[src/scc_pkg.sv]
// Constants, field layouts and carrier types of the checksum and audio configuration block
package scc_pkg;

  // Register byte offsets
  localparam logic [7:0] OFS_POLY    = 8'h10;
  localparam logic [7:0] OFS_RX_CRC  = 8'h14;
  localparam logic [7:0] OFS_TX_CRC  = 8'h18;
  localparam logic [7:0] OFS_CTRL    = 8'h1C;
  localparam logic [7:0] OFS_STATUS  = 8'h24;

  // Reset values
  localparam logic [15:0] POLY_RESET = 16'h0007;
  localparam logic [15:0] CRC_RESET  = 16'h0000;

  // Checksum geometry
  localparam logic [3:0]  CRC_MSB_WIDE   = 4'hF;
  localparam logic [3:0]  CRC_MSB_NARROW = 4'h7;
  localparam logic [15:0] NARROW_MASK    = 16'h00FF;

  // Status register bit positions
  localparam int STAT_MISMATCH_BIT = 0;
  localparam int STAT_ACTIVE_BIT   = 1;

  // Control field codes
  localparam logic [1:0] STD_PHILIPS = 2'h0;
  localparam logic [1:0] STD_MSB     = 2'h1;
  localparam logic [1:0] STD_LSB     = 2'h2;
  localparam logic [1:0] STD_PCM     = 2'h3;
  localparam logic [1:0] ROLE_SLAVE_TX  = 2'h0;
  localparam logic [1:0] ROLE_SLAVE_RX  = 2'h1;
  localparam logic [1:0] ROLE_MASTER_TX = 2'h2;
  localparam logic [1:0] ROLE_MASTER_RX = 2'h3;
  localparam logic [1:0] LEN_16 = 2'h0;
  localparam logic [1:0] LEN_24 = 2'h1;
  localparam logic [1:0] LEN_32 = 2'h2;
  localparam logic [1:0] LEN_RESERVED = 2'h3;

  // Control word, laid out exactly as bits 11:0 of the register
  typedef struct packed {
    logic       audioModeSelect;
    logic       audioEnable;
    logic [1:0] audioRoleSelect;
    logic       frameSyncLength;
    logic       padBit;
    logic [1:0] audioStandardSelect;
    logic       clockIdleLevel;
    logic [1:0] sampleLength;
    logic       slotLength;
  } scc_ctrl_s;

  localparam scc_ctrl_s CTRL_RESET = 12'h000;

  // One shifted serial bit
  typedef struct packed {
    logic valid;
    logic data;
  } scc_bit_s;

  // Accumulator state
  typedef struct packed {
    logic [15:0] crc;
  } scc_lfsr_s;

  // Top-level state
  typedef struct packed {
    logic [15:0] poly;
    scc_ctrl_s   ctrl;
    logic        effEnable;
    logic        effSyncLong;
    logic        mismatch;
    logic        active;
    logic        enPrev;
    logic [31:0] rdata;
  } scc_state_s;

endpackage

[src/scc_crc_lfsr.sv]
// Serial checksum accumulator, one data bit per shift
`timescale 1ns/100ps
module scc_crc_lfsr (
  input  wire logic              clock,
  input  wire logic              arst_n,
  input  wire logic              clear,
  input  wire scc_pkg::scc_bit_s shiftBit,
  input  wire logic              wideFrame,
  input  wire logic [15:0]       poly,
  output logic      [15:0]       crcValue
);

  scc_pkg::scc_lfsr_s s_q;
  scc_pkg::scc_lfsr_s s_d;

  // Next value: shift left, fold feedback through taps
  always_comb begin
    logic        fb;
    logic [3:0]  msb;
    logic [15:0] shifted;
    logic [15:0] taps;
    s_d     = s_q;
    msb     = wideFrame ? scc_pkg::CRC_MSB_WIDE : scc_pkg::CRC_MSB_NARROW;
    fb      = s_q.crc[msb] ^ shiftBit.data;
    shifted = {s_q.crc[14:0], 1'b0};
    taps    = poly;
    if (!wideFrame) begin
      // Narrow frames keep only the low byte live
      shifted = shifted & scc_pkg::NARROW_MASK;
      taps    = taps & scc_pkg::NARROW_MASK;
    end
    if (clear) begin
      s_d.crc = scc_pkg::CRC_RESET;
    end else if (shiftBit.valid) begin
      s_d.crc = fb ? (shifted ^ taps) : shifted;
    end
  end

  // State register
  always_ff @(posedge clock or negedge arst_n) begin
    if (!arst_n) begin
      s_q.crc <= scc_pkg::CRC_RESET;
    end else begin
      s_q <= s_d;
    end
  end

  assign crcValue = s_q.crc;

endmodule

[src/scc_top.sv]
// Checksum accumulators, polynomial and audio control word with register port
//
// Our own choice: the address-and-strobe port.
`timescale 1ns/100ps
module scc_top (
  input  wire logic              clock,
  input  wire logic              arst_n,
  // Register port
  input  wire logic [7:0]        regAddr,
  input  wire logic [31:0]       regWdata,
  input  wire logic              regWr,
  input  wire logic              regRd,
  output logic      [31:0]       regRdata,
  // From the shift engine and control logic, same clock
  input  wire logic              peripheral_reset,
  input  wire logic              checksum_enable,
  input  wire logic              wideFrame,
  input  wire scc_pkg::scc_bit_s rxBit,
  input  wire scc_pkg::scc_bit_s txBit,
  input  wire logic              frameShifting,
  input  wire logic              crcCheckStrobe,
  input  wire logic [15:0]       rxCrcWord,
  // Status towards the rest of the peripheral
  output logic                   transfer_active,
  output logic                   checksum_mismatch_flag,
  output logic [15:0]            poly_value,
  output logic [15:0]            rx_checksum_value,
  output logic [15:0]            tx_checksum_value,
  // Audio configuration
  output logic                   audio_mode_select,
  output logic                   audio_enable,
  output logic [1:0]             audio_role_select,
  output logic                   frame_sync_length,
  output logic [1:0]             audio_standard_select,
  output logic                   clock_idle_level,
  output logic [1:0]             sample_length,
  output logic                   slot_length
);

  scc_pkg::scc_state_s s_q;
  scc_pkg::scc_state_s s_d;

  logic [15:0]        rxCrc;
  logic [15:0]        txCrc;
  logic               crcClear;
  scc_pkg::scc_bit_s  rxGated;
  scc_pkg::scc_bit_s  txGated;

  // Clear on the rising edge of checking or on peripheral reset
  assign crcClear = peripheral_reset | (checksum_enable & ~s_q.enPrev);

  // Bits only count while checking is enabled
  always_comb begin
    rxGated       = rxBit;
    txGated       = txBit;
    rxGated.valid = rxBit.valid & checksum_enable;
    txGated.valid = txBit.valid & checksum_enable;
  end

  // Receive accumulator
  scc_crc_lfsr u_rx_crc (
    .clock     (clock),
    .arst_n    (arst_n),
    .clear     (crcClear),
    .shiftBit  (rxGated),
    .wideFrame (wideFrame),
    .poly      (s_q.poly),
    .crcValue  (rxCrc)
  );

  // Transmit accumulator
  scc_crc_lfsr u_tx_crc (
    .clock     (clock),
    .arst_n    (arst_n),
    .clear     (crcClear),
    .shiftBit  (txGated),
    .wideFrame (wideFrame),
    .poly      (s_q.poly),
    .crcValue  (txCrc)
  );

  // Register writes, reads, status flags and derived controls
  always_comb begin
    logic        mismatchNow;
    logic [15:0] crcMask;
    logic        writeCtrl;
    logic        lockFields;
    scc_pkg::scc_ctrl_s wrCtrl;
    s_d         = s_q;
    crcMask     = wideFrame ? 16'hFFFF : scc_pkg::NARROW_MASK;
    mismatchNow = 1'b0;
    writeCtrl   = regWr & (regAddr == scc_pkg::OFS_CTRL);
    lockFields  = s_q.effEnable;
    wrCtrl      = scc_pkg::scc_ctrl_s'(regWdata[11:0]);
    s_d.enPrev  = checksum_enable;

    // Polynomial: only the low half-word is stored
    if (regWr && regAddr == scc_pkg::OFS_POLY) begin
      s_d.poly = regWdata[15:0];
    end

    // Control word; configuration fields held while audio runs
    if (writeCtrl) begin
      s_d.ctrl.audioEnable = wrCtrl.audioEnable;
      if (!lockFields) begin
        s_d.ctrl.audioModeSelect     = wrCtrl.audioModeSelect;
        s_d.ctrl.audioRoleSelect     = wrCtrl.audioRoleSelect;
        s_d.ctrl.frameSyncLength     = wrCtrl.frameSyncLength;
        s_d.ctrl.audioStandardSelect = wrCtrl.audioStandardSelect;
        s_d.ctrl.clockIdleLevel      = wrCtrl.clockIdleLevel;
        s_d.ctrl.sampleLength        = wrCtrl.sampleLength;
        s_d.ctrl.slotLength          = wrCtrl.slotLength;
      end
      s_d.ctrl.padBit = 1'b0;
    end

    // Enable only counts in audio mode; sync length only in PCM
    s_d.effEnable   = s_d.ctrl.audioEnable & s_d.ctrl.audioModeSelect;
    s_d.effSyncLong = s_d.ctrl.frameSyncLength
                    & (s_d.ctrl.audioStandardSelect == scc_pkg::STD_PCM);

    // Software clears the mismatch flag by writing zero
    if (regWr && regAddr == scc_pkg::OFS_STATUS && !regWdata[scc_pkg::STAT_MISMATCH_BIT]) begin
      s_d.mismatch = 1'b0;
    end
    // Set after clear so a coincident mismatch is kept
    if (crcCheckStrobe && checksum_enable && !s_q.ctrl.audioModeSelect) begin
      mismatchNow = ((rxCrc ^ rxCrcWord) & crcMask) != 16'h0000;
    end
    if (mismatchNow) begin
      s_d.mismatch = 1'b1;
    end

    // Shifting indication, any mode
    s_d.active = frameShifting;

    // Read data stand only in the cycle after the strobe
    s_d.rdata = 32'h0000_0000;
    if (regRd) begin
      case (regAddr)
        scc_pkg::OFS_POLY:   s_d.rdata = {16'h0000, s_q.poly};
        scc_pkg::OFS_RX_CRC: s_d.rdata = {16'h0000, rxCrc};
        scc_pkg::OFS_TX_CRC: s_d.rdata = {16'h0000, txCrc};
        scc_pkg::OFS_CTRL:   s_d.rdata = {20'h00000, s_q.ctrl};
        scc_pkg::OFS_STATUS: begin
          s_d.rdata[scc_pkg::STAT_MISMATCH_BIT] = s_q.mismatch;
          s_d.rdata[scc_pkg::STAT_ACTIVE_BIT]   = s_q.active;
        end
        default:             s_d.rdata = 32'h0000_0000;
      endcase
    end
  end

  // State register
  always_ff @(posedge clock or negedge arst_n) begin
    if (!arst_n) begin
      s_q.poly        <= scc_pkg::POLY_RESET;
      s_q.ctrl        <= scc_pkg::CTRL_RESET;
      s_q.effEnable   <= 1'b0;
      s_q.effSyncLong <= 1'b0;
      s_q.mismatch    <= 1'b0;
      s_q.active      <= 1'b0;
      s_q.enPrev      <= 1'b0;
      s_q.rdata       <= 32'h0000_0000;
    end else begin
      s_q <= s_d;
    end
  end

  // Outputs straight from flops
  assign regRdata               = s_q.rdata;
  assign transfer_active        = s_q.active;
  assign checksum_mismatch_flag = s_q.mismatch;
  assign poly_value             = s_q.poly;
  assign rx_checksum_value      = rxCrc;
  assign tx_checksum_value      = txCrc;
  assign audio_mode_select      = s_q.ctrl.audioModeSelect;
  assign audio_enable           = s_q.effEnable;
  assign audio_role_select      = s_q.ctrl.audioRoleSelect;
  assign frame_sync_length      = s_q.effSyncLong;
  assign audio_standard_select  = s_q.ctrl.audioStandardSelect;
  assign clock_idle_level       = s_q.ctrl.clockIdleLevel;
  assign sample_length          = s_q.ctrl.sampleLength;
  assign slot_length            = s_q.ctrl.slotLength;

endmodule

[config.mk]
export PLATFORM = sky130hd
export DESIGN_NAME = scc_top
export DESIGN_NICKNAME = d
export VERILOG_FILES = /design/src/scc_pkg.sv /design/src/scc_crc_lfsr.sv /design/src/scc_top.sv
export SDC_FILE = /design/constraint.sdc
export NUM_CORES = 1
export LEC_CHECK = 0
export BUFFER_PORTS_ARGS = -buffer_cell sky130_fd_sc_hd__buf_2
export CORE_MARGIN = 2
export CORE_UTILIZATION = 51
export CTS_CLUSTER_DIAMETER = 150
export DETAILED_ROUTE_END_ITERATION = 8
export PLACE_DENSITY = 0.78
export REMOVE_ABC_BUFFERS = 1
export SYNTH_ARGS = -nofsm -noshare
export SYNTH_HDL_FRONTEND = slang
export SYNTH_SLANG_ARGS = --single-unit
[constraint.sdc]
create_clock -name clock -period 2.2 [get_ports clock]
set_clock_uncertainty 0.1 [all_clocks]
set_input_delay 0 -clock clock [delete_from_list [all_inputs] [get_ports clock]]
set_output_delay 0 -clock clock [all_outputs]
set_load 0.01 [all_outputs]
Word level (Yosys, flattened, before mapping)

Index checks and enable logic that the tools add are counted.

Bits of input ports: 69
Register bits: 96
Logic and storage cells: 76
Output and inout bits: 93

Bitwise logic cells: 15
Equality and inequality tests: 6
Reductions and logical operators: 12
Order comparisons: 1
Muxes and demuxes: 25

Operator list:

| operator                                                                      | number |
|---|---|
| 16-bit 2-to-1 mux                                                             | 11 |
| 14-bit one-hot mux with 4 select lines                                        | 1 |
| 16-bit XOR                                                                    | 3 |
| 8-bit by 5-bit == test with 1-bit output (second input constant)              | 4 |
| 16-bit AND                                                                    | 1 |
| 16-bit nonzero test                                                           | 1 |
| 12-bit 2-to-1 mux                                                             | 1 |
| 2-bit one-hot mux with 5 select lines                                         | 1 |
| 1-bit binary-select mux with 4-bit select                                     | 2 |
| 8-bit by 6-bit == test with 1-bit output (second input constant)              | 1 |
| 1-bit AND                                                                     | 6 |
| 1-bit 2-to-1 mux                                                              | 6 |
| 6-bit 2-to-1 mux                                                              | 1 |
| 2-bit nonzero test                                                            | 3 |
| 1-bit logical AND                                                             | 5 |
| 4-bit by 5-bit less-than comparator with 1-bit output (second input constant) | 1 |
| 4-bit 2-to-1 mux                                                              | 1 |
| 3-bit 2-to-1 mux                                                              | 1 |
| 2-bit == test (second input constant)                                         | 1 |
| 1-bit logical NOT                                                             | 2 |
| 1-bit NOT                                                                     | 2 |
| 2-bit AND reduction                                                           | 1 |
| 1-bit XOR                                                                     | 2 |
| 1-bit OR                                                                      | 1 |

Depth between registers and ports, before layout

Gate-level depths: netlist of the first run.

Depth in word-level cells: 7
Gate-level depth with buffers: 6
Depth with buffers taken out: 4

By module

From an unflattened synthesis of the first run, not the netlist that was laid out.

Cell total of the unflattened synthesis: 462
Area, all modules: 4,953.5 um^2

Modules (own cells, without submodules):

| module       | cells an instance | sequential area each (um^2) | instances | area each (um^2) |
|---|---|---|---|---|
| scc_top      | 234               | 1,204.9                     | 1         | 2,829.0 |
| scc_crc_lfsr | 114               | 400.4                       | 2         | 1,062.3 |

Worst setup path before layout of the first run

OpenSTA, ideal clock, no wires.

Path type: reg-to-reg
Start: register u_rx_crc.s_q, in the netlist u_rx_crc.crcValue[7]
End: register u_rx_crc.s_q, in the netlist u_rx_crc.crcValue[6]
Data arrival time: 1.544 ns
Setup time: 0.124 ns
Cell stages (with the launch flop): 6
Setup slack: 0.432 ns
Period minus slack after synthesis: 1.768 ns
Cells stage by stage: dfrtp_1 mux2i_1 xnor2_1 buf_2 a21oi_1 a211o_1

Word-level cells in the longest chain between the ends: 6

RTL lines:

| what                                      | RTL line           | text |
|---|---|---|
| from (decl)                               | scc_crc_lfsr.sv:13 | `scc_pkg::scc_lfsr_s s_q;` |
| 1-bit binary-select mux with 4-bit select | scc_crc_lfsr.sv:24 | `fb = s_q.crc[msb] ^ shiftBit.data;` |
| 1-bit 2-to-1 mux (implied by the code)    | scc_crc_lfsr.sv:24 |  |
| 1-bit XOR                                 | scc_crc_lfsr.sv:24 |  |
| 16-bit 2-to-1 mux                         | scc_crc_lfsr.sv:35 | `s_d.crc = fb ? (shifted ^ taps) : shifted;` |
| 16-bit 2-to-1 mux                         | scc_crc_lfsr.sv:34 | `end else if (shiftBit.valid) begin` |
| 16-bit 2-to-1 mux                         | scc_crc_lfsr.sv:32 | `if (clear) begin` |

Every way passes these cells. The select of a mux whose other input is x is not followed.
A chain may end at the register's enable or synchronous reset.

Final worst setup path of the first run

Start: register s_q[32] (netlist name)
End: register u_rx_crc.s_q, in the netlist u_rx_crc.crcValue[11]

Word-level cells in the longest chain between the ends: 4

RTL lines:

| what                                                    | RTL line      | text |
|---|---|---|
| from (decl)                                             | scc_top.sv:40 | `scc_pkg::scc_state_s s_q;` |
| 1-bit NOT *                                             | scc_top.sv:50 | `assign crcClear = peripheral_reset \| (checksum_enable & ~s_q.enPrev);` |
| 1-bit AND *                                             | scc_top.sv:50 |  |
| 1-bit OR *                                              | scc_top.sv:50 |  |
| 16-bit 2-to-1 mux or 2-bit nonzero test (tied branches) | --            |  |

Every way passes the cells marked *; elsewhere a longest branch is shown, timed or not.

==> results of run 1 <==
-- state kept, by name (all words and copies together) (netlist names), 2 cells and up --
| name | count |
|---|---|
| poly_value | 16 |
| regRdata | 16 |
| u_rx_crc.crcValue | 16 |
| u_tx_crc.crcValue | 16 |
| s_q | 3 |
| audio_role_select | 2 |
| audio_standard_select | 2 |
| sample_length | 2 |
-- final timing paths --
check                                                     to  slack (ns)  depth (start not counted)
max                        u_rx_crc.crcValue[11]$_DFFE_PN0P_        0.30                          4
min                                   audio_enable$_DFF_PN0_        0.02                          5
max reg2reg                u_rx_crc.crcValue[11]$_DFFE_PN0P_        0.30                          4
min reg2reg                 audio_role_select[0]$_DFFE_PN0P_        0.44                          1
max in group asynchronous  u_rx_crc.crcValue[15]$_DFFE_PN0P_        1.29                          3
min in group asynchronous          poly_value[4]$_DFFE_PN0P_        0.09                          2
-- synth_stat cells, drive strengths merged (2+ instances only) --
master,n
clkbuf,10
nand4b,2
mux2i,8
nor2b,10
dfrtp,77
xor2,2
a21o,2
dfstp,3
and3b,4
nor2,11
a32o,2
mux2,28
nand3,23
nand4,4
xnor2,18
inv,4
nor4b,30
buf,65
nor3,2
and4b,2
nand2b,3
a21oi,40
mux4,9
nand2,20
o21ai,3
a211o,31
-- final cells by class --
cell class | count | area, um2 | area share [%]
multi-input cells | 280 | 2180 | 38.8
flip-flops and latches | 80 | 2010 | 35.8
repair buffers | 174 | 1070 | 19.1
well taps | 108 | 135 | 2.41
clock buffers | 9 | 124 | 2.21
clock inverters | 7 | 80.1 | 1.43
inverters | 4 | 15.0 | 0.268
-- stage by stage --
| step | power (uW) | utilization, % |
|---|---|---|
| 2_1_floorplan | 1700 | - |
| 3_3_place_gp | 1890 | 58.4 |
| 3_5_place_dp | 1910 | 58.4 |
| 4_1_cts | 3060 | 64.0 |
| 5_1_grt | 3170 | 64.0 |
| 6_report | 3050 | 64.0 |
-- cell families after synthesis --
group | after synthesis | synth area share, %
compound gates | 83 | 12.0
flops | 80 | 43.1
other cells | 1 | 0.0806
simple gates | 116 | 15.9
mux | 45 | 13.7
buf+inv | 79 | 11.4
xor+xnor | 20 | 3.77
-- per-layer routing --
layer	vias to the layer above	part of all wire, %	global-route usage (%)
li1	1747	-	-
met1	1970	40	35.2
met2	232	50	42.1
met3	23	8.2	4.71
met4	0	1.7	10.3
met5	-	0	0
-- power by group through the flow --
| stage | combinational, uW | clock, uW | sequential [uW] |
|---|---|---|---|
| CTS | 374 | 1140 | 1540 |
| detailed placement | 336 | 0 | 1570 |
| finish | 374 | 1140 | 1540 |
| floorplan | 132 | 0 | 1570 |
| global placement | 327 | 0 | 1570 |
| global route | 405 | 1210 | 1550 |
-- critical path: stages (launching register included) --
cell and delay, ns:
dfrtp_1 0.43, and4b_1 0.45, nand2_1 0.28, nor4b_1 0.43
a211o_1 0.15
-- cell usage in the layout, fill, tap and decap left out, types with 2 or more instances in the layout --
| master | instances |
|---|---|
| buf_2 | 128 |
| dfrtp_1 | 77 |
| a21oi_1 | 40 |
| nor4b_1 | 30 |
| a211o_1 | 30 |
| dlygate4sd3_1 | 28 |
| nand3_1 | 22 |
| nand2_1 | 20 |
| mux2_2 | 18 |
| xnor2_1 | 18 |
| buf_4 | 17 |
| conb_1 | 16 |
| nor2_1 | 11 |
| nor2b_1 | 10 |
| mux2_4 | 10 |
| mux4_2 | 9 |
| clkbuf_8 | 9 |
| mux2i_1 | 8 |
| and3b_1 | 4 |
| inv_1 | 4 |
| nand4_1 | 4 |
| o21ai_0 | 3 |
| nand2b_1 | 3 |
| dfstp_2 | 3 |
| a21o_1 | 2 |
| and4b_1 | 2 |
| xor2_1 | 2 |
| nand4b_1 | 2 |
| a32o_1 | 2 |
| clkinvlp_4 | 2 |
| inv_6 | 2 |
| clkinv_4 | 2 |
==> reports/metrics.yaml, run 1 <==
power:
  cellInternalPower_uw: 2210
  clkPwrFrac_pct: 37.2
  swShare_pct: 27.6
  powerDensity_nw_per_um2: 544
  p_leak_uw: 0.00297
  pwr-share-seq_pct: 50.5
  p_switching_uw: 841
  combPwrFrac_pct: 12.3
  vdd_drop_max_uv: 307
synth:
  synth_edf_count: 0
  yosysSeqAreaShare_pct: 43.1
  syn-cell-area_um2: 4650
  synthArstFlopShare_pct: 100
  synthTopCellsByArea: "dfrtp_1, buf_4, a211o_1, nor4b_1, mux2_2"
  synth_cell_types: 44
  ys_warn_count: 0
  syn_inst: 424
  synth_top_area_share_pct: 41.4
  synth_area_per_cell_um2: 11.0
  synth-seq-cells: 80
  ys.flop_type: "dfrtp_1"
  synth_largest_area_cell: "dfrtp_1"
layout:
  stdcell_count: 662
  nNetsFinal: 618
  drive_above_1_share_pct: 37.4
  final_area_um2: 5610
  n_antenna_cell: 0
  fillCellCount: 702
  areaGrowthSynthToFinish_pct: 20.5
clock_network:
  ctsLongestPathBuffers: 2
  cts.hold.buffers_added: 28
  htree_levels: 3
  post_cts_buffers: 0
  cts_tree: "done"
  clkSlewWorstSetupHoldPaths_ns: 0.09
  numCtsBuffers: 9
  clk-insertion-delay-late_ns: 0.36
  cts_root_buffer: "clkbuf_8"
  post_cts_resized: 0
  cts.sinks: 80
floorplan:
  initial_core_util_pct: 53.1
  fp-row-count: 34
  core_um2: 8760
  dieArea_um2: 9900
  chipWidth_um: 99.5
  die_h_um: 99.5
  io_pins: 162
timing:
  fin_tns_setup_ns: 0
  setup_viol: 0
  layout_setup_ws_ns: 0.299
  period_share_pct: 86.4
  period_needed_ns: 1.90
  rsz0062_at_grt: "false"
  hold_viol: 0
  max_slew_margin_pct: 58.9
  fmax_mhz: 526
  whs_ns: 0.0167
  worst_pin_slew_ns: 0.616
  slew_violations: 0
detailed_routing:
  drt_pass1_iterations: 5
  drc: 0
  ant_nets: 0
  num_vias: 3972
  routed_via_density: 6.00
  routedWlPerCell_um: 19.1
  wl_um: 12600
  initialDrtViolationCount: 254
setup_path:
  cp.required_ns: 2.40
  startpoint_type: "flip-flop"
  cp-startpoint: "s_q[32]$_DFF_PN0_"
  crit_type: "flip-flop to flip-flop"
  cp_max_fo: 10
  arrival_ns: 2.10
  r2r_start: "s_q[32]$_DFF_PN0_"
  end_kind: "flip-flop"
placement:
  hpwl_um: 8940
  io_buffers: 129
  place_area_um2: 5120
  gp_congestion: 0.826
  dpl.cell_count: 618
  pre_cts_slack_ns: 0.330
global_routing:
  grt.total_usage_pct: 26.1
  antenna_found_initial: 0
  grt_pass1_vias: 3948
  grt_max_degree: 48
  grt_first_pass_wirelength_um: 20300
  grt_overflow: 0
run_status:
  status: "completed"
min_path:
  hold_class: "input port to flip-flop"
  hold_start: "regAddr[1]"
job:
  max_cap_violations: 0
No activity file was read; power rests on OpenSTA's default activity.
==> inputs of run 2 (changes only) <==
--- a/config.mk
+++ b/config.mk
@@ -6,6 +6,7 @@
 export NUM_CORES = 1
 export LEC_CHECK = 0
 export BUFFER_PORTS_ARGS = -buffer_cell sky130_fd_sc_hd__buf_2
+export CORE_ASPECT_RATIO = 0.75
 export CORE_MARGIN = 2
 export CORE_UTILIZATION = 51
 export CTS_CLUSTER_DIAMETER = 150
==> reports/metrics.yaml, run 2 (synthesis results as in run 1) <==
detailed_routing:
  drc: 0
  wl_um: 13200
  routedWlPerCell_um: 19.7
  initialDrtViolationCount: 301
  routed_via_density: 5.87
  drt_pass1_iterations: 5
  num_vias: 3923
  ant_nets: 0
min_path:
  hold_path_end: "regRdata[0]$_DFF_PN0_"
  hold_class: "input port to flip-flop"
  min_path_cells: 5
  hold_start: "regAddr[5]"
floorplan:
  core_um2: 8970
  chipWidth_um: 114
  initial_core_util_pct: 51.9
  die_h_um: 86.7
  io_pins: 162
  fp-row-count: 30
  dieArea_um2: 9910
setup_path:
  r2r-end: "checksum_mismatch_flag$_DFFE_PN0P_"
  crit_type: "input port to flip-flop"
  startpoint_type: "input port"
  cp.required_ns: 2.37
  arrival_ns: 2.34
  end_kind: "flip-flop"
  cp_max_fo: 3
  r2r_start: "u_rx_crc.crcValue[14]$_DFFE_PN0P_"
  r2r_cells: 5
  r2r_slack_ns: 0.15
placement:
  dpl.cell_count: 622
  gp_congestion: 0.844
  io_buffers: 129
  hpwl_um: 9090
  place_area_um2: 5130
power:
  powerDensity_nw_per_um2: 600
  vdd_drop_max_uv: 479
  power.total_uw: 3440
  p_leak_uw: 0.00303
timing:
  worst_pin_slew_ns: 0.503
  fmax_mhz: 461
  period_share_pct: 98.7
  whs_ns: 0.0333
  slew_violations: 0
  setup_viol: 0
  hold_viol: 0
  period_needed_ns: 2.17
  max_slew_margin_pct: 66.5
clock_network:
  numCtsBuffers: 9
  cts_root_buffer: "clkbuf_16"
  cts_tree: "done"
  clkSlewWorstSetupHoldPaths_ns: 0.05
  htree_levels: 3
  cts.sinks: 80
  clk-insertion-delay-late_ns: 0.34
  ctsLongestPathBuffers: 2
layout:
  mostFrequentLayoutCells: "buf_2, dfrtp_1, a21oi_1"
  stdcell_count: 668
  fillCellCount: 692
  n_antenna_cell: 0
  nNetsFinal: 620
  areaGrowthSynthToFinish_pct: 23.1
  drive_above_1_share_pct: 37.4
  final_area_um2: 5730
  final_common_cell: "buf_2"
global_routing:
  grt_max_degree: 45
  grt_first_pass_wirelength_um: 21000
  antenna_found_initial: 0
  grt_pass1_vias: 3941
  grt_overflow: 0
  grt.total_usage_pct: 28.0
run_status:
  status: "completed"
job:
  max_cap_violations: 0
==> run 2: changes by cell type in the layout (fill, tap and decap cells not counted), moves of 2 or more <==
| cell | delta |
|---|---|
| clkbuf_16 | +9 |
| clkbuf_1 | +2 |
| clkbuf_8 | -7 |
| clkinv_2 | +2 |
| clkinv_4 | -2 |
| inv_6 | -2 |
| buf_4 | +2 |
| clkinvlp_4 | -2 |
==> run 2: layout make-up <==
cell class / count / area [um2] / share of cell area (%)
multi-input combinational: 280 / 2180 / 38.1
tap: 112 / 140 / 2.45
sequential: 80 / 2010 / 35.0
timing repair buffer: 176 / 1080 / 18.9
clock inverter: 3 / 40.0 / 0.699
inverter: 4 / 15.0 / 0.262
clock buffer: 13 / 260 / 4.54
==> run 2: worst max-delay path by stage <==
| stage | from | to | cells past startpoint | slack, ns |
|---|---|---|---|---|
| after floorplan | u_rx_crc.crcValue[7]$_DFFE_PN0P_ | u_rx_crc.crcValue[15]$_DFFE_PN0P_ | 4 | 0.26 |
| after detailed placement | s_q[32]$_DFF_PN0_ | u_tx_crc.crcValue[14]$_DFFE_PN0P_ | 4 | 0.41 |
| final | regAddr[6] | regRdata[1]$_DFF_PN0_ | 7 | 0.03 |
| after global routing | regAddr[6] | regRdata[1]$_DFF_PN0_ | 7 | -0.03 |
| after global placement | regAddr[1] | poly_value[5]$_DFFE_PN0P_ | 6 | 0.48 |
| after CTS | u_rx_crc.crcValue[14]$_DFFE_PN0P_ | checksum_mismatch_flag$_DFFE_PN0P_ | 5 | 0.08 |
==> run 2: worst max-delay path, cell delays in order <==
cell and delay, ns:
dlygate4sd3_1 0.54, buf_2 0.13, nor4_4 0.25, dlygate4sd3_1 0.62, o211ai_1 0.12, a21oi_1 0.12, dlygate4sd3_1 0.55
==> run 2: power by group <==
group          internal, uW  switching, uW
logic                   175            206
registers              1500           42.4
clock network           938            575
total                  2620            823
==> run 2: repair_timing <==
| action | CTS | global route |
|---|---|---|
| buffers inserted | 0 | 2 |
| endpoints found under the setup margin | 0 | 2 |
| gates resized for setup | 0 | 1 |
| hold endpoints to repair | 113 | 0 |
| hold buffers | 28 | 0 |
==> run 2: routing by layer <==
metal / wire (um) / track usage [%] / vias up
li1: - / - / 1755
met1: 5530 / 37.6 / 1929
met2: 6120 / 43.3 / 216
met3: 1290 / 9.65 / 23
met4: 221 / 8.09 / 0
met5: 0 / 0 / -
==> run 2: per-stage QoR <==
step                      util [%]  setup slack (ns)  TNS (ns)
final                         63.8            0.0289         0
after CTS                     63.6            0.0760         0
after floorplan                  -             0.261         0
after global routing          63.8           -0.0348   -0.0348
after global placement        57.1             0.477         0
after detailed placement      57.1             0.409         0
